<file path="src/rtl/data_signal_modulator_cfg.svh">
// Register map, field positions, reset values and codes of the signal mixer
`ifndef DATA_SIGNAL_MODULATOR_CFG_SVH
`define DATA_SIGNAL_MODULATOR_CFG_SVH

`define CTRL0_INDEX        12'hF51
`define CTRL1_INDEX        12'hF52
`define MOD_SRC_INDEX      12'hF53
`define LOW_CAR_INDEX      12'hF54
`define HIGH_CAR_INDEX     12'hF55
`define ADDR_OF(idx)       ({2'b00, idx, 2'b00})

`define ENABLE_BIT         7
`define OUT_LEVEL_BIT      5
`define FINAL_POL_BIT      4
`define SOFT_MOD_BIT       0
`define HIGH_INV_BIT       5
`define HIGH_WAIT_BIT      4
`define LOW_INV_BIT        1
`define LOW_WAIT_BIT       0

`define CTRL0_RESET        8'h00
`define CTRL1_RESET        8'h00
`define MOD_SRC_RESET      4'h0
`define LOW_CAR_RESET      3'h0
`define HIGH_CAR_RESET     3'h0

`define RESP_OKAY          2'h0
`define RESP_SLVERR        2'h2

`endif

</file>
<file path="src/rtl/data_signal_modulator_pkg.sv">
// Types shared by the signal mixer and its bench
package data_signal_modulator_pkg;

  // Field order follows the select code: first member is code 7
  typedef struct packed {
    logic pulseGenFour;
    logic pulseGenThree;
    logic compareUnitTwo;
    logic compareUnitOne;
    logic referenceClockOutput;
    logic internalFastOscillator;
    logic systemClockSource;
    logic pinRoute;
  } carrier_sources_t;

  // Codes 13 down to 2, then code 0; code 1 is the software bit
  typedef struct packed {
    logic syncSerialTwo;
    logic syncSerialOne;
    logic asyncSerialTwoTx;
    logic asyncSerialTwoRx;
    logic asyncSerialOneTx;
    logic asyncSerialOneRx;
    logic comparatorTwo;
    logic comparatorOne;
    logic pulseGenFour;
    logic pulseGenThree;
    logic compareUnitTwo;
    logic compareUnitOne;
    logic modSourcePinRoute;
  } mod_sources_t;

  typedef enum logic [1:0] {
    CARRIER_LOW  = 2'b01,
    CARRIER_HIGH = 2'b10
  } carrier_state_t;

endpackage : data_signal_modulator_pkg

</file>
<file path="src/rtl/data_signal_modulator.sv">
// Signal mixer unit: carrier/modulator mixing with an AXI4-Lite register slave
`timescale 1ns/10ps
`include "data_signal_modulator_cfg.svh"

module data_signal_modulator
  import data_signal_modulator_pkg::*;
(
  input  wire logic             core_clk,
  input  wire logic             sys_rst,
  input  wire logic [15:0]      awaddr,
  input  wire logic             awvalid,
  output logic                  awready,
  input  wire logic [31:0]      wdata,
  input  wire logic [3:0]       wstrb,
  input  wire logic             wvalid,
  output logic                  wready,
  output logic [1:0]            bresp,
  output logic                  bvalid,
  input  wire logic             bready,
  input  wire logic [15:0]      araddr,
  input  wire logic             arvalid,
  output logic                  arready,
  output logic [31:0]           rdata,
  output logic [1:0]            rresp,
  output logic                  rvalid,
  input  wire logic             rready,
  input  wire carrier_sources_t highCarrierSources,
  input  wire carrier_sources_t lowCarrierSources,
  input  wire mod_sources_t     modSources,
  output logic                  modulatedOutputPin
);

  // Register fields
  logic           enable;
  logic           finalPolarityInvert;
  logic           softModSource;
  logic           highCarrierInvert;
  logic           highCarrierEdgeWait;
  logic           lowCarrierInvert;
  logic           lowCarrierEdgeWait;
  logic [3:0]     modSourceSel;
  logic [2:0]     lowCarrierSel;
  logic [2:0]     highCarrierSel;

  // Bus slave state
  logic           awHeld;
  logic           wHeld;
  logic [15:0]    awAddrQ;
  logic [7:0]     wByteQ;
  logic           wLaneQ;

  // Mixer state
  carrier_state_t carrierState;
  carrier_state_t next_carrierState;
  logic           prevHigh;
  logic           prevLow;

  // Maps an address to a register slot; 7 marks an unmapped address
  function automatic logic [2:0] regSlot(input logic [15:0] addr);
    logic [2:0] slot;
    slot = 3'h7;
    case (addr)
      `ADDR_OF(`CTRL0_INDEX):    slot = 3'h0;
      `ADDR_OF(`CTRL1_INDEX):    slot = 3'h1;
      `ADDR_OF(`MOD_SRC_INDEX):  slot = 3'h2;
      `ADDR_OF(`LOW_CAR_INDEX):  slot = 3'h3;
      `ADDR_OF(`HIGH_CAR_INDEX): slot = 3'h4;
      default:                   slot = 3'h7;
    endcase
    return slot;
  endfunction : regSlot

  // Write channel: address and data taken in either order
  wire        awTake   = awvalid & awready;
  wire        wTake    = wvalid & wready;
  wire        doWrite  = awHeld & wHeld;
  wire [2:0]  wrSlot   = regSlot(awAddrQ);
  wire        wrHit    = doWrite & wLaneQ & (wrSlot != 3'h7);
  wire [2:0]  rdSlot   = regSlot(araddr);
  wire        arTake   = arvalid & arready;

  assign awready = ~awHeld & ~bvalid;
  assign wready  = ~wHeld & ~bvalid;
  assign arready = ~rvalid;

  always_ff @(posedge core_clk or posedge sys_rst)
  begin
    if (sys_rst)
    begin
      awHeld  <= 1'b0;
      awAddrQ <= 16'h0000;
    end
    else if (awTake)
    begin
      awHeld  <= 1'b1;
      awAddrQ <= awaddr;
    end
    else if (doWrite)
    begin
      awHeld  <= 1'b0;
    end
  end

  always_ff @(posedge core_clk or posedge sys_rst)
  begin
    if (sys_rst)
    begin
      wHeld  <= 1'b0;
      wByteQ <= 8'h00;
      wLaneQ <= 1'b0;
    end
    else if (wTake)
    begin
      wHeld  <= 1'b1;
      wByteQ <= wdata[7:0];
      wLaneQ <= wstrb[0];
    end
    else if (doWrite)
    begin
      wHeld  <= 1'b0;
    end
  end

  always_ff @(posedge core_clk or posedge sys_rst)
  begin
    if (sys_rst)
    begin
      bvalid <= 1'b0;
      bresp  <= `RESP_OKAY;
    end
    else if (doWrite)
    begin
      bvalid <= 1'b1;
      bresp  <= (wrSlot == 3'h7) ? `RESP_SLVERR : `RESP_OKAY;
    end
    else if (bready)
    begin
      bvalid <= 1'b0;
    end
  end

  // Register file; all fields return to defaults on reset
  always_ff @(posedge core_clk or posedge sys_rst)
  begin
    if (sys_rst)
    begin
      enable              <= 1'(`CTRL0_RESET >> `ENABLE_BIT);
      finalPolarityInvert <= 1'(`CTRL0_RESET >> `FINAL_POL_BIT);
      softModSource       <= 1'(`CTRL0_RESET >> `SOFT_MOD_BIT);
      highCarrierInvert   <= 1'(`CTRL1_RESET >> `HIGH_INV_BIT);
      highCarrierEdgeWait <= 1'(`CTRL1_RESET >> `HIGH_WAIT_BIT);
      lowCarrierInvert    <= 1'(`CTRL1_RESET >> `LOW_INV_BIT);
      lowCarrierEdgeWait  <= 1'(`CTRL1_RESET >> `LOW_WAIT_BIT);
      modSourceSel        <= `MOD_SRC_RESET;
      lowCarrierSel       <= `LOW_CAR_RESET;
      highCarrierSel      <= `HIGH_CAR_RESET;
    end
    else if (wrHit)
    begin
      case (wrSlot)
        3'h0:
        begin
          enable              <= wByteQ[`ENABLE_BIT];
          finalPolarityInvert <= wByteQ[`FINAL_POL_BIT];
          softModSource       <= wByteQ[`SOFT_MOD_BIT];
        end
        3'h1:
        begin
          highCarrierInvert   <= wByteQ[`HIGH_INV_BIT];
          highCarrierEdgeWait <= wByteQ[`HIGH_WAIT_BIT];
          lowCarrierInvert    <= wByteQ[`LOW_INV_BIT];
          lowCarrierEdgeWait  <= wByteQ[`LOW_WAIT_BIT];
        end
        3'h2:    modSourceSel   <= wByteQ[3:0];
        3'h3:    lowCarrierSel  <= wByteQ[2:0];
        3'h4:    highCarrierSel <= wByteQ[2:0];
        default: modSourceSel   <= modSourceSel;
      endcase
    end
  end

  // Read data
  wire [7:0] ctrl0Read = {enable, 1'b0, modulatedOutputPin, finalPolarityInvert,
                          3'h0, softModSource};
  wire [7:0] ctrl1Read = {2'h0, highCarrierInvert, highCarrierEdgeWait,
                          2'h0, lowCarrierInvert, lowCarrierEdgeWait};
  wire [7:0] readByte  = (rdSlot == 3'h0) ? ctrl0Read :
                         (rdSlot == 3'h1) ? ctrl1Read :
                         (rdSlot == 3'h2) ? {4'h0, modSourceSel} :
                         (rdSlot == 3'h3) ? {5'h00, lowCarrierSel} :
                         (rdSlot == 3'h4) ? {5'h00, highCarrierSel} : 8'h00;

  always_ff @(posedge core_clk or posedge sys_rst)
  begin
    if (sys_rst)
    begin
      rvalid <= 1'b0;
      rdata  <= 32'h00000000;
      rresp  <= `RESP_OKAY;
    end
    else if (arTake)
    begin
      rvalid <= 1'b1;
      rdata  <= {24'h000000, readByte};
      rresp  <= (rdSlot == 3'h7) ? `RESP_SLVERR : `RESP_OKAY;
    end
    else if (rready)
    begin
      rvalid <= 1'b0;
    end
  end

  // Source selection and carrier polarity
  wire highCarrier = highCarrierSources[highCarrierSel] ^ highCarrierInvert;
  wire lowCarrier  = lowCarrierSources[lowCarrierSel] ^ lowCarrierInvert;

  // Software bit sits at code 1; reserved codes read as low
  wire [15:0] modVector = {2'b00, modSources[12:1], softModSource,
                           modSources.modSourcePinRoute};
  wire        modulator = modVector[modSourceSel];

  // Falling edges after inversion
  wire highFall = prevHigh & ~highCarrier;
  wire lowFall  = prevLow & ~lowCarrier;

  always_ff @(posedge core_clk or posedge sys_rst)
  begin
    if (sys_rst)
    begin
      prevHigh <= 1'b0;
      prevLow  <= 1'b0;
    end
    else
    begin
      prevHigh <= highCarrier;
      prevLow  <= lowCarrier;
    end
  end

  // Carrier choice; sync holds the old carrier until its first fall
  always_comb
  begin
    next_carrierState = carrierState;
    case (carrierState)
      CARRIER_HIGH:
      begin
        if (~modulator & (~highCarrierEdgeWait | highFall))
        begin
          next_carrierState = CARRIER_LOW;
        end
      end
      CARRIER_LOW:
      begin
        if (modulator & (~lowCarrierEdgeWait | lowFall))
        begin
          next_carrierState = CARRIER_HIGH;
        end
      end
      default:
      begin
        next_carrierState = CARRIER_LOW;
      end
    endcase
    if (~enable)
    begin
      next_carrierState = CARRIER_LOW;
    end
  end

  always_ff @(posedge core_clk or posedge sys_rst)
  begin
    if (sys_rst)
    begin
      carrierState <= CARRIER_LOW;
    end
    else
    begin
      carrierState <= next_carrierState;
    end
  end

  // Mixed output; switching without sync takes effect in the same cycle
  wire activeCarrier = (next_carrierState == CARRIER_HIGH) ? highCarrier
                                                           : lowCarrier;
  wire next_modulatedOutputPin = enable ? (activeCarrier ^ finalPolarityInvert)
                                        : 1'b0;

  always_ff @(posedge core_clk or posedge sys_rst)
  begin
    if (sys_rst)
    begin
      modulatedOutputPin <= 1'b0;
    end
    else
    begin
      modulatedOutputPin <= next_modulatedOutputPin;
    end
  end

endmodule : data_signal_modulator

</file>
<file path="config.mk">
export PLATFORM = sky130hd
export DESIGN_NAME = data_signal_modulator
export DESIGN_NICKNAME = d
export VERILOG_FILES = /design/src/rtl/data_signal_modulator_pkg.sv /design/src/rtl/data_signal_modulator.sv
export VERILOG_INCLUDE_DIRS = /design/src /design/src/rtl
export SDC_FILE = /design/constraint.sdc
export NUM_CORES = 1
export LEC_CHECK = 0
export ABC_AREA = 1
export BUFFER_PORTS_ARGS = -buffer_cell sky130_fd_sc_hd__buf_2
export CORE_ASPECT_RATIO = 1.75
export CORE_MARGIN = 8
export CORE_UTILIZATION = 48
export CTS_CLUSTER_SIZE = 24
export DETAILED_ROUTE_END_ITERATION = 8
export PLACE_DENSITY_LB_ADDON = 0.12
export SETUP_SLACK_MARGIN = 0.5
export SYNTH_ARGS = -nofsm -noshare
export SYNTH_HDL_FRONTEND = slang
export SYNTH_SLANG_ARGS = --single-unit
</file>
<file path="constraint.sdc">
create_clock -name core_clk -period 2.5 [get_ports core_clk]
set_clock_uncertainty 0.2 [all_clocks]
set_input_delay 0.75 -clock core_clk [delete_from_list [all_inputs] [get_ports core_clk]]
set_output_delay 0.75 -clock core_clk [all_outputs]
set_load 0.005 [all_outputs]
</file>
==> impl_metrics.ini <==
[pwr]
max-vdd-ir-drop_mv = 0.901
p_per_area_mw_per_mm2 = 726
power.leakage_uw = 0.00237

[routing]
vias = 3183
drc = 0
drtIter0Drc = 106
ant_nets = 0
wl_per_cell_um = 14.4
dr.pass1.iters = 4
wl_um = 9130
viasPerCell = 5.02

[floorplan]
start_util = 0.493
dieArea_sq_mm = 0.0101
io_pins = 146
core_sq_mm = 0.00686
die_w_um = 79.4
die-height_um = 127
rows = 40

[worst_setup_path]
cp_slowest_cell = dfrtp_1
cp-start-kind = register
worstPathCellList = nor3_2, nand4_1, buf_6, buf_6, nor3_4, nor4_4, nand2_4, nand3_4, nand2_2, o21ai_1
crit_path_end_kind = register
crit_arrival_ns = 2.05
critical_path_class = register to register
crit_top_cell = buf_6
worst_path_largest_cell_delay_ns = 0.38
path_max_fanout = 8
required_ns = 2.50

[sta]
drv_slew = 0
tightest_slew_ns = 0.727
max_freq_ghz = 0.489
fin_ws_ns = 0.454
relSlewSlack = 0.513
holdWs_ns = 0.280
fin_crit_ns = 2.05
tns_ns = 0
final_hold_viol_count = 0
period_share = 0.818
finalSetupViolCount = 0
rsz0062_at_grt = yes

[clock_tree]
cts.sinks = 59
clock_path_buffers = 2
cts_buffers = 9
holdBufCountCts = 0
htreeDepth = 3
clkLatencyLatePin_ns = 0.33
path_clk_slew_ns = 0.05
cts-root-buf = clkbuf_16
cts_tree = built

[outcome]
status = finished, final reports clean

[synth]
synth-seq-area-share = 0.437
ys_seq_elements = 59
yosysUniqueCellTypes = 33
postSynthCellCount = 430
synth_warnings = 0
avgSynthCellArea_sq_um = 7.86
netlist_area_sq_mm = 0.00338

[placed_design]
hpwl_um = 6820
post-place-ws_ns = 0.139
gp_congestion = 0.806
dp_cells = 603
port_buffers = 90

[global_routing]
grt_pass1_wl_um = 14400
overflow = 0
grt_max_degree = 60
grt_usage = 0.179
antenna_found_initial = 1
grt_pass1_vias = 3280

[finish]
drive_above_1_share = 0.396
area_growth_pct = 37.1
layoutNonFillerInstCount = 634
fin_nets = 651
diodes = 0

[run]
drv_cap = 0

[worst_hold_path]
hold_class = register to register
==> cells in the final DEF (no fill, tap or decap), drive strengths merged <==
cell type / synthesis / final
buf: 29 / 109
a31oi: 3 / 3
o21ai: 28 / 28
nand3b: 2 / 2
a21oi: 20 / 20
nand3: 35 / 35
nor3: 10 / 10
dfrtp: 58 / 58
ha: 2 / 2
inv: 75 / 74
nand2: 86 / 86
o31ai: 1 / 1
bufinv: 0 / 1
conb: 1 / 27
nor2: 47 / 47
dfstp: 1 / 1
o22ai: 2 / 2
nand4: 7 / 7
clkinvlp: 0 / 1
clkbuf: 2 / 15
nor4: 5 / 5
o2111ai: 1 / 1
o221ai: 3 / 3
mux2: 12 / 12
==> logic make-up after synthesis <==
kind of cell | share of synthesized area
adder cells (fa/ha/maj) | 0.00741
buffers and inverters | 0.150
AO/OA/AOI/OAI | 0.0941
other | 0.00111
flip-flops | 0.437
AND/OR/NAND/NOR | 0.270
multiplexers | 0.0400
==> per-layer routing <==
| metal | vias to the layer above | track usage | wire length [um] |
|---|---|---|---|
| li1 | 1563 | - | - |
| met1 | 1488 | 0.170 | 3220 |
| met2 | 108 | 0.327 | 5020 |
| met3 | 22 | 0.0492 | 612 |
| met4 | 2 | 0.105 | 267 |
| met5 | - | 0 | 13 |
==> Yosys cell counts <==
cell       instances  area [sq um]
nand2_1           76           285
inv_1             71           267
dfrtp_1           58          1450
nor2_1            46           173
nand3_1           28           140
buf_4             27           203
a21oi_1           19          95.1
o21ai_0           15          75.1
o21ai_1           13          65.1
mux2_2            12           135
nor3_1            10          50.1
nand2_2            8          50.1
nand4_1            7          43.8
nand3_2            6          60.1
inv_2              4          15.0
a31oi_1            3          18.8
nor4_1             3          18.8
o221ai_1           3          26.3
clkbuf_1           2          7.51
ha_1               2          25.0
nand2_4            2          22.5
nand3b_1           2          15.0
nor4_2             2          25.0
o22ai_1            2          12.5
a21oi_2            1          8.76
buf_1              1          3.75
buf_6              1          11.3
conb_1             1          3.75
dfstp_2            1          26.3
nand3_4            1          17.5
nor2_4             1          11.3
o2111ai_1          1          8.76
o31ai_1            1          7.51
==> critical path, delay by kind of cell (launching register included) <==
kind | cells | cell delay (ns)
and+or+nand+nor | 7 | 0.99
DFF | 1 | 0.38
buffers and inverters | 2 | 0.27
AOI/OAI and AO/OA | 1 | 0.07
==> power breakdown <==
part | internal, uW | switching (uW)
Combinational | 324 | 454
Clock | 852 | 399
Sequential | 1200 | 135
Total | 2370 | 988
==> final timing paths <==
kind	from	end	slack (ns)	cells after the start
hold / removal	rresp[1]	rresp[1]	0.28	2
hold reg to reg	rresp[1]	rresp[1]	0.28	2
setup reg to reg	awAddrQ[15]	modSourceSel[2]	0.45	10
max in group asynchronous	sys_rst	carrierState[0]	1.50	3
min in group asynchronous	sys_rst	awAddrQ[7]	0.29	3
setup / recovery	awAddrQ[15]	modSourceSel[2]	0.45	10
==> registers in the layout (all words and copies together) (netlist names), 2 cells and up <==
| signal | flops |
|---|---|
| wByteQ | 7 |
| carrierState | 2 |
| highCarrierSel | 3 |
| rdata | 7 |
| awAddrQ | 16 |
| lowCarrierSel | 3 |
| modSourceSel | 4 |
==> cell type report <==
class                           count  area, sq um
Clock buffer                       15          278
Sequential cell                    59         1480
Clock inverter                      1         30.0
Timing Repair Buffer              109          644
Tap cell                           84          105
Inverter                           75          313
Multi-Input combinational cell    291         1780
Fill cell                         567         2230
==> repair_timing <==
item	4_1_cts	5_1_grt
pin swaps	13	23
buffers inserted	7	8
gates resized for setup	35	38
setup endpoints to repair	15	24
==> stage by stage <==
stage	instance area [sq um]	total power (uW)	util
2_1_floorplan	3560	1810	-
3_3_place_gp	3940	2010	0.574
3_5_place_dp	3940	2050	0.574
4_1_cts	4440	3350	0.648
5_1_grt	4630	3530	0.675
6_report	4630	3360	0.675
Note: power is estimated with default switching activity, not from simulation.
